`src/shared/rpt_map.vh`:
```
/*
  register offsets, field positions, reset values and timing figures of
  the rgb panel timing block. definitions only; included by rpt_top.v.
*/
`ifndef RPT_MAP_VH
`define RPT_MAP_VH

// register offsets on the 3-wire serial port (7-bit address)
`define RPT_OFS_CHIP_ID      7'h00
`define RPT_OFS_IF_CFG       7'h02
`define RPT_OFS_VSTART       7'h03
`define RPT_OFS_HSTART       7'h04
`define RPT_OFS_PSTART_LO    7'h05
`define RPT_OFS_PSTART_HI    7'h06
`define RPT_OFS_PEND_LO      7'h07
`define RPT_OFS_PEND_HI      7'h08
`define RPT_OFS_STATUS       7'h09
`define RPT_OFS_SOFT_RST     7'h0a
`define RPT_OFS_VCOM         7'h0b

// reset values
`define RPT_RST_IF_CFG       8'h00
`define RPT_RST_VSTART       8'h04
`define RPT_RST_HSTART       8'h1d
`define RPT_RST_PSTART_LO    8'h01
`define RPT_RST_PSTART_HI    8'h00
`define RPT_RST_PEND_LO      8'h20
`define RPT_RST_PEND_HI      8'h00
`define RPT_RST_SOFT_RST     8'h00
`define RPT_RST_VCOM         8'h67

// field positions in the interface configuration, soft reset and vcom registers
`define RPT_BIT_FRAMING      7
`define RPT_BIT_SYNC_POL     5
`define RPT_BIT_MAPPING      4
`define RPT_BIT_CLK_POL      3
`define RPT_BIT_SOFT_RST     0
`define RPT_VCOM_MSB         7
`define RPT_VCOM_LSB         5

// serial frame: rw bit, 7 address bits, 8 data bits
`define RPT_SER_HDR_BITS     5'd8
`define RPT_SER_FRAME_BITS   5'd16

// timing in pixel clock cycles and panel geometry
`define RPT_HSTART_MIN       6'd10
`define RPT_LINE_PIXELS      10'd240
`define RPT_GATE_HI_BASE     9'd256
`define RPT_GATE_LAST        9'd320
`define RPT_WHITE            18'h3ffff

`endif

```
`src/hw/rpt_fifo.v`:
```
/*
  two-entry buffer with valid/ready on both sides.
  assumes a single clock and an active-low asynchronous reset.
*/
`timescale 1ns/10ps
module rpt_fifo #(
  parameter W = 27
) (
  // clock and reset
  input  wire         core_clk,
  input  wire         rst_n,
  input  wire         clr,
  // fill side
  input  wire         in_valid,
  output wire         in_ready,
  input  wire [W-1:0] in_data,
  // drain side
  output wire         out_valid,
  input  wire         out_ready,
  output wire [W-1:0] out_data
);
  reg [W-1:0] mem [0:1];
  reg         wr_ptr;
  reg         rd_ptr;
  reg [1:0]   count;

  wire push = in_valid & in_ready;
  wire pop  = out_valid & out_ready;

  assign in_ready  = (count != 2'd2);
  assign out_valid = (count != 2'd0);
  assign out_data  = mem[rd_ptr];

  always @(posedge core_clk) begin
    if (push) begin
      mem[wr_ptr] <= in_data;
    end
  end

  always @(posedge core_clk or negedge rst_n) begin
    if (!rst_n) begin
      wr_ptr <= 1'b0;
      rd_ptr <= 1'b0;
      count  <= 2'd0;
    end else if (clr) begin
      wr_ptr <= 1'b0;
      rd_ptr <= 1'b0;
      count  <= 2'd0;
    end else begin
      if (push) begin
        wr_ptr <= ~wr_ptr;
      end
      if (pop) begin
        rd_ptr <= ~rd_ptr;
      end
      if (push & ~pop) begin
        count <= count + 2'd1;
      end else if (pop & ~push) begin
        count <= count - 2'd1;
      end
    end
  end
endmodule

```
`src/hw/rpt_top.v`:
```
/*
  rgb panel timing block: serial register file and the video input
  framing it controls (sync/de framing, polarity, pixel mapping, start
  delays, partial lines, software reset, 8-colour vcom amplitude).
  assumes every panel pin is asynchronous to core_clk and that core_clk
  runs well above twice the pixel clock and the serial clock.
*/
`timescale 1ns/10ps
`include "rpt_map.vh"
module rpt_top #(
  parameter [7:0] CHIP_ID = 8'h00  // arbitrary value
) (
  // clock and reset
  input  wire        core_clk,
  input  wire        rst_n,
  // 3-wire serial port
  input  wire        cs_n,
  input  wire        scl,
  input  wire        sda_in,
  output reg         sda_out,
  output reg         sda_oe,
  // rgb video pins
  input  wire        pclk,
  input  wire        vsync,
  input  wire        hsync,
  input  wire        de,
  input  wire [17:0] rgb,
  // pixel stream
  output wire        pix_valid,
  input  wire        pix_ready,
  output wire [17:0] pix_data,
  output wire [8:0]  pix_gate,
  // analog control
  output wire [2:0]  partial_vcom_amplitude
);
  // two-stage synchronisers for every pin
  reg  [24:0] pin_s1;
  reg  [24:0] pin_s2;
  wire [24:0] pin_raw = {cs_n, scl, sda_in, pclk, vsync, hsync, de, rgb};

  always @(posedge core_clk or negedge rst_n) begin
    if (!rst_n) begin
      pin_s1 <= 25'h1000000;
      pin_s2 <= 25'h1000000;
    end else begin
      pin_s1 <= pin_raw;
      pin_s2 <= pin_s1;
    end
  end

  wire        cs_n_s  = pin_s2[24];
  wire        scl_s   = pin_s2[23];
  wire        sda_s   = pin_s2[22];
  wire        pclk_s  = pin_s2[21];
  wire        vs_s    = pin_s2[20];
  wire        hs_s    = pin_s2[19];
  wire        de_s    = pin_s2[18];
  wire [17:0] rgb_s   = pin_s2[17:0];

  // registers
  reg [7:0] if_cfg;
  reg [7:0] vstart;
  reg [7:0] hstart;
  reg [7:0] pstart_lo;
  reg [7:0] pstart_hi;
  reg [7:0] pend_lo;
  reg [7:0] pend_hi;
  reg [7:0] soft_rst;
  reg [7:0] vcom;
  reg       sw_rst;
  reg       overrun;
  reg       in_frame;

  // serial receiver
  reg       scl_d;
  reg [4:0] bit_cnt;
  reg [6:0] shift;
  reg       rd_mode;
  reg [7:0] rd_shift;

  wire scl_rise = scl_s & ~scl_d;
  wire scl_fall = ~scl_s & scl_d;
  wire hdr_done = scl_rise & (bit_cnt == `RPT_SER_HDR_BITS - 5'd1);
  wire frm_done = scl_rise & (bit_cnt == `RPT_SER_FRAME_BITS - 5'd1);
  // header completes on the 8th edge: rw is shift[6], address the rest
  wire       rd_req  = hdr_done & shift[6];
  wire [6:0] rd_addr = {shift[5:0], sda_s};
  // frame completes on the 16th edge: data high seven bits are in shift, lsb on sda_s
  wire       wr_en   = frm_done & ~rd_mode & ~cs_n_s;
  wire [7:0] wr_data = {shift[6:0], sda_s};
  reg  [6:0] wr_addr;
  reg  [7:0] rd_val;

  always @* begin
    case (rd_addr)
      `RPT_OFS_CHIP_ID:   rd_val = CHIP_ID;
      `RPT_OFS_IF_CFG:    rd_val = if_cfg;
      `RPT_OFS_VSTART:    rd_val = vstart;
      `RPT_OFS_HSTART:    rd_val = hstart;
      `RPT_OFS_PSTART_LO: rd_val = pstart_lo;
      `RPT_OFS_PSTART_HI: rd_val = pstart_hi;
      `RPT_OFS_PEND_LO:   rd_val = pend_lo;
      `RPT_OFS_PEND_HI:   rd_val = pend_hi;
      `RPT_OFS_STATUS:    rd_val = {6'h00, in_frame, overrun};
      `RPT_OFS_SOFT_RST:  rd_val = soft_rst;
      `RPT_OFS_VCOM:      rd_val = vcom;
      default:            rd_val = 8'h00;
    endcase
  end

  // chip select high drops any partial word so the host can resend it
  always @(posedge core_clk or negedge rst_n) begin
    if (!rst_n) begin
      scl_d    <= 1'b0;
      bit_cnt  <= 5'd0;
      shift    <= 7'h00;
      wr_addr  <= 7'h00;
      rd_mode  <= 1'b0;
      rd_shift <= 8'h00;
      sda_out  <= 1'b0;
      sda_oe   <= 1'b0;
    end else begin
      scl_d <= scl_s;
      if (cs_n_s) begin
        bit_cnt <= 5'd0;
        rd_mode <= 1'b0;
        sda_oe  <= 1'b0;
      end else begin
        if (scl_rise && bit_cnt != `RPT_SER_FRAME_BITS) begin
          shift   <= {shift[5:0], sda_s};
          bit_cnt <= bit_cnt + 5'd1;
        end
        if (hdr_done) begin
          wr_addr <= rd_addr;
        end
        if (rd_req) begin
          rd_mode  <= 1'b1;
          rd_shift <= rd_val;
        end
        // read data leaves on falling edges so the host samples on rising
        if (scl_fall && rd_mode) begin
          if (bit_cnt == `RPT_SER_FRAME_BITS) begin
            sda_oe <= 1'b0;
          end else begin
            sda_oe   <= 1'b1;
            sda_out  <= rd_shift[7];
            rd_shift <= {rd_shift[6:0], 1'b0};
          end
        end
      end
    end
  end

  // register file; soft reset restores defaults one cycle after the write
  always @(posedge core_clk or negedge rst_n) begin
    if (!rst_n) begin
      sw_rst <= 1'b0;
    end else begin
      sw_rst <= wr_en & (wr_addr == `RPT_OFS_SOFT_RST) &
                wr_data[`RPT_BIT_SOFT_RST];
    end
  end

  always @(posedge core_clk or negedge rst_n) begin
    if (!rst_n) begin
      if_cfg    <= `RPT_RST_IF_CFG;
      vstart    <= `RPT_RST_VSTART;
      hstart    <= `RPT_RST_HSTART;
      pstart_lo <= `RPT_RST_PSTART_LO;
      pstart_hi <= `RPT_RST_PSTART_HI;
      pend_lo   <= `RPT_RST_PEND_LO;
      pend_hi   <= `RPT_RST_PEND_HI;
      soft_rst  <= `RPT_RST_SOFT_RST;
      vcom      <= `RPT_RST_VCOM;
    end else if (sw_rst) begin
      if_cfg    <= `RPT_RST_IF_CFG;
      vstart    <= `RPT_RST_VSTART;
      hstart    <= `RPT_RST_HSTART;
      pstart_lo <= `RPT_RST_PSTART_LO;
      pstart_hi <= `RPT_RST_PSTART_HI;
      pend_lo   <= `RPT_RST_PEND_LO;
      pend_hi   <= `RPT_RST_PEND_HI;
      soft_rst  <= `RPT_RST_SOFT_RST;
      vcom      <= `RPT_RST_VCOM;
    end else if (wr_en) begin
      case (wr_addr)
        `RPT_OFS_IF_CFG:    if_cfg    <= wr_data;
        `RPT_OFS_VSTART:    vstart    <= {4'h0, wr_data[3:0]};
        `RPT_OFS_HSTART:    hstart    <= {2'h0, wr_data[5:0]};
        `RPT_OFS_PSTART_LO: pstart_lo <= wr_data;
        `RPT_OFS_PSTART_HI: pstart_hi <= {7'h00, wr_data[0]};
        `RPT_OFS_PEND_LO:   pend_lo   <= wr_data;
        `RPT_OFS_PEND_HI:   pend_hi   <= {7'h00, wr_data[0]};
        `RPT_OFS_SOFT_RST:  soft_rst  <= wr_data;
        `RPT_OFS_VCOM:      vcom      <= wr_data;
        default:            soft_rst  <= soft_rst;
      endcase
    end
  end

  // vcom offset code: 000 is -0.3V, each step +0.1V, 111 is +0.4V
  assign partial_vcom_amplitude = vcom[`RPT_VCOM_MSB:`RPT_VCOM_LSB];

  // pin polarity; a polarity change glitches edges, so set it between frames
  wire sync_pol = if_cfg[`RPT_BIT_SYNC_POL];
  wire vs_act   = vs_s ^ ~sync_pol;
  wire hs_act   = hs_s ^ ~sync_pol;
  reg  vs_d;
  reg  hs_d;
  reg  pclk_d;
  wire vs_start = vs_act & ~vs_d;
  wire hs_start = hs_act & ~hs_d;
  wire pix_edge = if_cfg[`RPT_BIT_CLK_POL] ? (~pclk_s & pclk_d)
                                           : (pclk_s & ~pclk_d);

  // frame-stable copies, loaded only at vsync
  reg       sh_framing;
  reg       sh_mapping;
  reg [3:0] sh_vstart;
  reg [5:0] sh_hstart;
  reg [8:0] sh_pstart;
  reg [8:0] sh_pend;
  reg [8:0] line_cnt;
  reg [9:0] px_cnt;

  // gate number from split code: high bit adds 256
  wire [8:0] pstart_gate = pstart_hi[0] ? `RPT_GATE_HI_BASE + {1'b0, pstart_lo}
                                        : {1'b0, pstart_lo};
  wire [8:0] pend_gate   = pend_hi[0] ? `RPT_GATE_HI_BASE + {1'b0, pend_lo}
                                      : {1'b0, pend_lo};

  always @(posedge core_clk or negedge rst_n) begin
    if (!rst_n) begin
      vs_d       <= 1'b1;  // no false sync edge right after reset
      hs_d       <= 1'b1;
      pclk_d     <= 1'b0;
      in_frame   <= 1'b0;
      sh_framing <= 1'b0;
      sh_mapping <= 1'b0;
      sh_vstart  <= 4'h4;
      sh_hstart  <= 6'h1d;
      sh_pstart  <= 9'h001;
      sh_pend    <= 9'h020;
      line_cnt   <= 9'h000;
      px_cnt     <= 10'h000;
    end else begin
      vs_d   <= vs_act;
      hs_d   <= hs_act;
      pclk_d <= pclk_s;
      if (sw_rst) begin
        in_frame <= 1'b0;
      end else if (vs_start) begin
        in_frame   <= 1'b1;
        sh_framing <= if_cfg[`RPT_BIT_FRAMING];
        sh_mapping <= if_cfg[`RPT_BIT_MAPPING];
        sh_vstart  <= vstart[3:0];
        sh_hstart  <= hstart[5:0];
        sh_pstart  <= pstart_gate;
        sh_pend    <= pend_gate;
        line_cnt   <= 9'h000;
      end else if (hs_start && line_cnt != 9'h1ff) begin
        line_cnt <= line_cnt + 9'h001;
      end
      if (hs_start) begin
        px_cnt <= 10'h000;
      end else if (pix_edge && px_cnt != 10'h3ff) begin
        px_cnt <= px_cnt + 10'h001;
      end
    end
  end

  // line n counted from vsync is the first valid one when n equals the code
  wire [8:0] gate     = line_cnt - {5'h00, sh_vstart} + 9'h001;
  wire       line_ok  = (line_cnt >= {5'h00, sh_vstart}) &&
                        (gate <= `RPT_GATE_LAST);
  wire [5:0] h_delay  = (sh_hstart < `RPT_HSTART_MIN) ? `RPT_HSTART_MIN
                                                      : sh_hstart;
  wire       col_ok   = (px_cnt >= {4'h0, h_delay}) &&
                        (px_cnt < {4'h0, h_delay} + `RPT_LINE_PIXELS);

  // white fill: de low in de framing, outside partial window otherwise
  wire       outside  = (gate < sh_pstart) || (gate > sh_pend);
  wire       white    = sh_framing ? outside : ~de_s;

  // 5:6:5 widened to 6:6:6 by repeating each short field's msb
  wire [17:0] mapped  = sh_mapping ?
                        {rgb_s[15:11], rgb_s[15], rgb_s[10:5],
                         rgb_s[4:0], rgb_s[4]} : rgb_s;
  wire [17:0] pixel   = white ? `RPT_WHITE : mapped;

  // the host clock cannot be stalled; a full buffer drops and flags
  wire        take    = in_frame & pix_edge & line_ok & col_ok;
  wire        buf_rdy;

  always @(posedge core_clk or negedge rst_n) begin
    if (!rst_n) begin
      overrun <= 1'b0;
    end else if (sw_rst) begin
      overrun <= 1'b0;
    end else if (take && !buf_rdy) begin
      overrun <= 1'b1;
    end
  end

  rpt_fifo #(
    .W (27)
  ) u_buf (
    .core_clk  (core_clk),
    .rst_n     (rst_n),
    .clr       (sw_rst),
    .in_valid  (take),
    .in_ready  (buf_rdy),
    .in_data   ({gate, pixel}),
    .out_valid (pix_valid),
    .out_ready (pix_ready),
    .out_data  ({pix_gate, pix_data})
  );
endmodule

```
`config.mk`:
```
export PLATFORM = sky130hd
export DESIGN_NAME = rpt_top
export DESIGN_NICKNAME = d
export VERILOG_FILES = /design/src/hw/rpt_fifo.v /design/src/hw/rpt_top.v
export VERILOG_INCLUDE_DIRS = /design/src /design/src/shared
export SDC_FILE = /design/constraint.sdc
export NUM_CORES = 1
export LEC_CHECK = 0
export BUFFER_PORTS_ARGS = -buffer_cell sky130_fd_sc_hd__buf_2
export CAP_MARGIN = 20
export CELL_PAD_IN_SITES_DETAIL_PLACEMENT = 0
export CELL_PAD_IN_SITES_GLOBAL_PLACEMENT = 1
export CORE_MARGIN = 8
export CORE_UTILIZATION = 34
export CTS_BUF_LIST = sky130_fd_sc_hd__clkbuf_8
export DETAILED_ROUTE_END_ITERATION = 8
export PLACE_DENSITY_LB_ADDON = 0.05
export SYNTH_ARGS = -nofsm -noshare
export SYNTH_HDL_FRONTEND = slang
export SYNTH_HIERARCHICAL = 1
export SYNTH_SLANG_ARGS = --single-unit
export TNS_END_PERCENT = 1
```
`constraint.sdc`:
```
create_clock -name core_clk -period 7.1 [get_ports core_clk]
set_input_delay 0 -clock core_clk [delete_from_list [all_inputs] [get_ports core_clk]]
set_output_delay 0 -clock core_clk [all_outputs]
set_load 0.005 [all_outputs]
```
After elaboration in Yosys (flattened, before gate mapping)

Memories as Yosys holds them, arrays and structs flattened.
Index checks and enable logic that the tools add are counted.

Order comparisons: 7
Equal/unequal tests: 26
Reductions and logical operators: 44
Bitwise gates (word level): 38
Add/sub/neg operators: 10
Mux-type cells: 62

Operator list:

| cell                                                                  | number |
|---|---|
| 8-bit 2-to-1 mux                                                      | 30 |
| 8-bit one-hot mux with 10 select lines                                | 1 |
| 7-bit by 3-bit equality test with 1-bit output, second input constant | 8 |
| 7-bit by 4-bit equality test with 1-bit output, second input constant | 7 |
| 2-bit nonzero test                                                    | 20 |
| 18-bit 2-to-1 mux                                                     | 2 |
| 9-bit 2-to-1 mux                                                      | 4 |
| 7-bit by 2-bit equality test with 1-bit output, second input constant | 4 |
| 2-bit AND reduction                                                   | 13 |
| 1-bit AND                                                             | 20 |
| 10-bit 2-to-1 mux                                                     | 2 |
| 9-bit by 1-bit adder with 9-bit output, second input constant         | 2 |
| 9-bit by 8-bit adder with 9-bit output, first input constant          | 2 |
| 1-bit 2-to-1 mux                                                      | 17 |
| 1-bit inverter                                                        | 16 |
| 10-bit by 1-bit adder with 10-bit output, second input constant       | 1 |
| 10-bit by 6-bit greater-or-equal comparator with 1-bit output         | 1 |
| 10-bit by 9-bit < comparator with 1-bit output                        | 1 |
| 5-bit 2-to-1 mux                                                      | 2 |
| 10-bit inequality test, second input constant                         | 1 |
| 6-bit by 8-bit adder with 9-bit output, second input constant         | 1 |
| 9-bit by 4-bit greater-or-equal comparator with 1-bit output          | 1 |
| 9-bit > comparator                                                    | 1 |
| 9-bit <= comparator, second input constant                            | 1 |
| other kinds (20)                                                      | 29 |

Output and inout port bits: 33
Logic and storage cells: 224
Register bits after elaboration: 212
Bits of input ports: 28
RAM bits: 54
Memories kept: 1

Memory list:

| memory    | depth | width | rd ports | clocked after Yosys merged registers in | write ports | RTL line      | text |
|---|---|---|---|---|---|---|---|
| u_buf.mem | 2     | 27    | 1        | 0                                       | 1           | rpt_fifo.v:22 | `reg [W-1:0] mem [0:1];` |

Depth between registers and ports, before layout

Word-level depth: 12
Mapped depth: 17
Mapped depth without buffers: 15

By module

Netlist, hierarchy kept.

By module, submodules not included:

| module   | area an instance (um^2) | cells an instance | times used |
|---|---|---|---|
| rpt_top  | 9286.4                  | 873               | 1 |
| rpt_fifo | 2257.2                  | 108               | 1 |

Worst setup path after synthesis

OpenSTA, ideal clock, no wires.

Path kind: register to register
Start: register sh_vstart[2]
End: memory u_buf.mem[1][0] (enable)
Arrival: 3.598 ns
Setup time: 0.386 ns
Data required time: 6.714 ns
Stages on the path, launching flop included: 11
Path slack: 3.116 ns
Path through: dfstp_2 -> inv_1 -> ha_1 -> xnor2_1 -> ha_1 -> o311a_1 -> o22ai_2 -> xnor2_1 -> o21ai_0 -> a211oi_1 -> and3_1

Cells in the longest elaborated chain, start to end: 9

RTL lines:

| what                                        | RTL line      | text |
|---|---|---|
| start: declaration                          | rpt_top.v:219 | `reg [3:0] sh_vstart;` |
| start signal: assignment                    | rpt_top.v:256 | `sh_vstart <= vstart[3:0];` |
| 9-bit by 4-bit subtractor with 9-bit output | rpt_top.v:273 | `wire [8:0] gate = line_cnt - {5'h00, sh_vstart} + 9'h001;` |
| 9-bit by 1-bit adder with 9-bit output      | rpt_top.v:273 |  |
| 9-bit <= comparator (no line)               | n/a           |  |
| 1-bit logical AND *                         | rpt_top.v:274 | `wire line_ok = (line_cnt >= {5'h00, sh_vstart}) &&` |
| 1-bit AND * (2 in series)                   | rpt_top.v:292 | `wire take = in_frame & pix_edge & line_ok & col_ok;` |
| net take                                    | rpt_top.v:292 |  |
| 1-bit AND *                                 | rpt_fifo.v:27 | `wire push = in_valid & in_ready;` |
| 1-bit 2-to-1 mux *                          | rpt_fifo.v:35 | `if (push) begin` |
| 1-bit 2-to-1 mux (implied by the code) *    | rpt_fifo.v:36 | `mem[wr_ptr] <= in_data;` |
| end: declaration                            | rpt_fifo.v:22 |  |

The timed path passes the listed nets; every way through them passes the cells marked *.

Worst setup path after layout

Start: register line_cnt[3]
End: memory u_buf.mem[1][1] (enable)

Cells in the longest elaborated chain, start to end: 9

RTL lines:

| what                                        | RTL line      | text |
|---|---|---|
| start: declaration                          | rpt_top.v:223 | `reg [8:0] line_cnt;` |
| start signal: assignment                    | rpt_top.v:262 | `line_cnt <= line_cnt + 9'h001;` |
| 9-bit by 4-bit subtractor with 9-bit output | rpt_top.v:273 |  |
| 9-bit by 1-bit adder with 9-bit output      | rpt_top.v:273 |  |
| 9-bit <= comparator (no line)               | n/a           |  |
| 1-bit logical AND *                         | rpt_top.v:274 |  |
| 1-bit AND * (2 in series)                   | rpt_top.v:292 |  |
| net take                                    | rpt_top.v:292 |  |
| 1-bit AND *                                 | rpt_fifo.v:27 |  |
| 1-bit 2-to-1 mux *                          | rpt_fifo.v:35 |  |
| 1-bit 2-to-1 mux (implied by the code) *    | rpt_fifo.v:36 |  |

Marks and branches as above.

==> flow_summary.ini <==
[status]
outcome = complete, no violations

[drt]
wl_per_cell_um = 17.9
detail_route.vias_per_cell = 4.77
drt_first_pass_iters = 4
detailroute.via_count = 7550
post-route-drc-count = 0
drt-initial-drc-count = 336
ant_nets = 0
detail_route.wirelength_um = 28300

[sta]
worst_setup_skew_after_layout_ns = 0.0197
period_minus_slack_ns = 4.42
setup_viol = 0
fin_tns_setup_ns = 0
drv_slew = 0
finalCritPeriodShare_pct = 62.3
worst_pin_slew_ns = 1.03
rsz0062_at_grt = no
max_freq_ghz = 0.226
final-hold-violation-count = 0
slew-limit-headroom_pct = 31.3

[grt]
pin_count_of_the_biggest_net_entering_global_routing = 61
track_usage_pct = 14.2
number_of_antenna_violations_at_the_first_check_in_global_routing = 0
grt_pass1_vias = 7814
grt_pass1_wl_um = 45900
overflow = 0

[cts]
cts-htree-levels = 2
cts_resized = 0
cts.path.max_buffers = 3
cts_made_buffers = 44
cts_post_setup_buffers_inserted = 0
clock_insertion_delay_worst_skew_ns = 0.60
cts_tree = done
post_cts_hold_buffer_count = 44
cts.clk_slew.worst_paths_ns = 0.06
clk_root_buffer_cell = sky130_fd_sc_hd__clkbuf_8
tritoncts_num_sinks = 246

[min_path]
worstHoldPathCells = 2
holdCritStartpoint = vsync
min_to = pin_s1[20]
hp-class = input pin to register

[layout]
layout.filler_cells = 3269
share_of_layout_cells_above_drive_strength_1_pct = 21.3
area_delta_synth_final_pct = 18.7
area.sequential_sq_um = 6460
insertedDiodeCount = 0
stdcell_count = 1583
finish.net_count = 1182
multiInputGateArea_sq_um = 4660

[synthesis]
netlist-cell-type-count = 69
synth.yosys.seq_area_share_pct = 55.9
synth-async-reset-ratio_pct = 78.0
yosys_warnings = 6
postSynthRegisterBits = 246
synth_top_area_cell = sky130_fd_sc_hd__dfrtp_1
yosys_most_used_dff = sky130_fd_sc_hd__dfrtp_1
synth.top_cell.area_share_pct = 36.6
yosys-top-cells-area = sky130_fd_sc_hd__dfrtp_1 (37%), sky130_fd_sc_hd__edfxtp_1 (14%), sky130_fd_sc_hd__ha_1 (5.9%)
synth_area_sq_um = 11500
synth.net_count = 1063
syn-mean-instance-area_sq_um = 11.8
syn-instance-count = 981
synth_enable_flop_cells = 54

[floorplanning]
dieHeight_um = 200
core_area_sq_um = 33400
initial_utilization_pct = 34.5
design.die.area_sq_um = 40100
num_io_pins = 61
std_cell_rows = 67
die_w_um = 200

[pwr]
power.share.switching_pct = 27.9
seqPwrFrac_pct = 45.3
p_switching_w = 0.000976
cellPowerDensity_nw_per_um2 = 255
p_int_w = 0.00252
clkPwrFrac_pct = 40.2
p_leak_nw = 6.15
vdd_ir_drop_max_mv = 0.216
combinationalPowerShare_pct = 14.5

[worst_setup_path]
rr_endpoint = u_buf/mem[1][1]
rr_startpoint = line_cnt[3]
worst_setup_path_start_kind = register
max_fo_critical_path = 19
worstRegToRegCells = 10
worstPathCellList = ha_1 -> ha_1 -> and2_1 -> a221oi_2 -> a2bb2oi_1 -> xor2_1 -> o21ai_0 -> a211oi_1 -> and3_1 -> buf_4
worst-endpoint-required_ns = 7.38
critPathCaptureType = register
most_used_cell_along_the_critical_path = sky130_fd_sc_hd__ha_1
timing.reg2reg.setup_slack_ns = 2.68
critical_path_arrival_ns = 4.70
cpPeakStageDelay_ns = 0.83
worst_path_slowest_cell = sky130_fd_sc_hd__a211oi_1
timing_worst_setup_path_type = register to register

[placement]
gp_congestion = 0.744
dp_hpwl_um = 18700
dpl.cell_count = 1457
buffer_ports.inserted = 60

[flow_run]
max-cap-violations = 0
-- cells in the final DEF (no fill, tap or decap), types with 7 or more instances in the layout --
master,n
sky130_fd_sc_hd__dlygate4sd3_1,43
sky130_fd_sc_hd__xor2_1,10
sky130_fd_sc_hd__nand2_1,73
sky130_fd_sc_hd__nor2_1,84
sky130_fd_sc_hd__a22oi_1,13
sky130_fd_sc_hd__and3_1,12
sky130_fd_sc_hd__a211o_1,14
sky130_fd_sc_hd__inv_1,60
sky130_fd_sc_hd__clkbuf_8,57
sky130_fd_sc_hd__o21ai_0,57
sky130_fd_sc_hd__xnor2_1,15
sky130_fd_sc_hd__nand4_1,11
sky130_fd_sc_hd__nand3_1,13
sky130_fd_sc_hd__a21oi_1,27
sky130_fd_sc_hd__nand2b_1,15
sky130_fd_sc_hd__edfxtp_1,54
sky130_fd_sc_hd__dfrtp_1,168
sky130_fd_sc_hd__nor2b_1,23
sky130_fd_sc_hd__buf_2,59
sky130_fd_sc_hd__mux2_4,19
sky130_fd_sc_hd__mux2i_1,58
sky130_fd_sc_hd__dfstp_2,23
sky130_fd_sc_hd__ha_1,54
sky130_fd_sc_hd__clkinv_2,10
sky130_fd_sc_hd__buf_4,12
sky130_fd_sc_hd__nor3_1,18
sky130_fd_sc_hd__mux2_2,39
sky130_fd_sc_hd__nand3b_1,7
-- cell type report --
class | count | share of cell area (%)
Sequential cell | 246 | 47.1
Multi-Input combinational cell | 639 | 34.0
Timing Repair Buffer | 118 | 6.44
Clock buffer | 56 | 5.62
Tap cell | 448 | 4.09
Inverter | 51 | 1.40
Clock inverter | 25 | 1.34
-- cells in the mapped netlist (7+ instances only) --
library cell / instances
sky130_fd_sc_hd__dfrtp_1: 169
sky130_fd_sc_hd__nor2_1: 85
sky130_fd_sc_hd__nand2_1: 73
sky130_fd_sc_hd__mux2i_1: 58
sky130_fd_sc_hd__o21ai_0: 57
sky130_fd_sc_hd__edfxtp_1: 54
sky130_fd_sc_hd__ha_1: 54
sky130_fd_sc_hd__inv_1: 51
sky130_fd_sc_hd__mux2_2: 39
sky130_fd_sc_hd__clkbuf_1: 32
sky130_fd_sc_hd__a21oi_1: 27
sky130_fd_sc_hd__dfstp_2: 23
sky130_fd_sc_hd__nor2b_1: 23
sky130_fd_sc_hd__mux2_4: 19
sky130_fd_sc_hd__nor3_1: 18
sky130_fd_sc_hd__nand2b_1: 15
sky130_fd_sc_hd__xnor2_1: 15
sky130_fd_sc_hd__a211o_1: 14
sky130_fd_sc_hd__a22oi_1: 13
sky130_fd_sc_hd__nand3_1: 13
sky130_fd_sc_hd__and3_1: 12
sky130_fd_sc_hd__nand4_1: 11
sky130_fd_sc_hd__xor2_1: 10
sky130_fd_sc_hd__nand3b_1: 7
-- cells by family (layout without fill, tap and decap cells) --
group / count (synthesis) / in the layout / synth area share [%]
buf+inv: 96 / 250 / 3.76
flops: 246 / 246 / 55.9
simple gates: 289 / 289 / 12.3
compound gates: 154 / 154 / 8.88
fa+ha+maj: 55 / 55 / 5.94
xor+xnor: 25 / 25 / 1.90
mux: 116 / 116 / 11.3
-- worst max-delay path: cells and delay by family (launching register included) --
family	cells	cell delay, ns
buffers and inverters	1	0.36
DFF	1	0.44
and+or+nand+nor	2	0.75
AOI/OAI and AO/OA	4	1.50
adders and majority gates	2	0.71
xor gates and xnor gates	1	0.33
-- how the worst max path moves through the flow --
stage                             from          endpoint  slack (ns)
after CTS                 sh_vstart[2]   u_buf/mem[1][1]        2.59
final                      line_cnt[3]   u_buf/mem[1][1]        2.68
after floorplan           sh_vstart[2]   u_buf/mem[1][0]        3.12
after global routing      sh_vstart[2]  u_buf/mem[1][16]        2.28
after global placement    sh_vstart[2]   u_buf/mem[0][7]        2.56
after detailed placement  sh_vstart[2]   u_buf/mem[0][1]        2.58
-- layer usage --
layer	GRT usage (%)	share of wire [%]
met1	19.6	49
met2	21.7	45
met3	3.11	3.8
met4	5.20	2.3
met5	0	0
-- state kept, by name, summed over array words and instances (netlist names), 9 cells and up --
name	count
sh_pstart	9
line_cnt	9
sh_pend	9
pin_s1	25
px_cnt	10
pin_s2	25
u_buf/mem	54
-- metrics by stage --
stage	total power (W)	instance area, sq um	setup slack [ns]	utilization (%)	hold slack [ns]
floorplan	0.00193	11500	3.12	-	-0.296
CTS	0.00358	13700	2.59	41.0	0.00105
finish	0.00350	13700	2.68	41.0	0.0527
detailed placement	0.00211	12300	2.58	36.8	0.0885
global route	0.00369	13700	2.28	41.0	0.0185
global placement	0.00211	12300	2.56	36.7	0.0920
-- power groups by stage --
stage / logic [W] / clock network (W) / registers [W]
final: 0.000508 / 0.00141 / 0.00158
after global routing: 0.000564 / 0.00154 / 0.00159
after CTS: 0.000519 / 0.00148 / 0.00158
after detailed placement: 0.000497 / 0 / 0.00161
after global placement: 0.000495 / 0 / 0.00161
after floorplan: 0.000383 / 0 / 0.00154
Power figures use the tool's default switching activity.
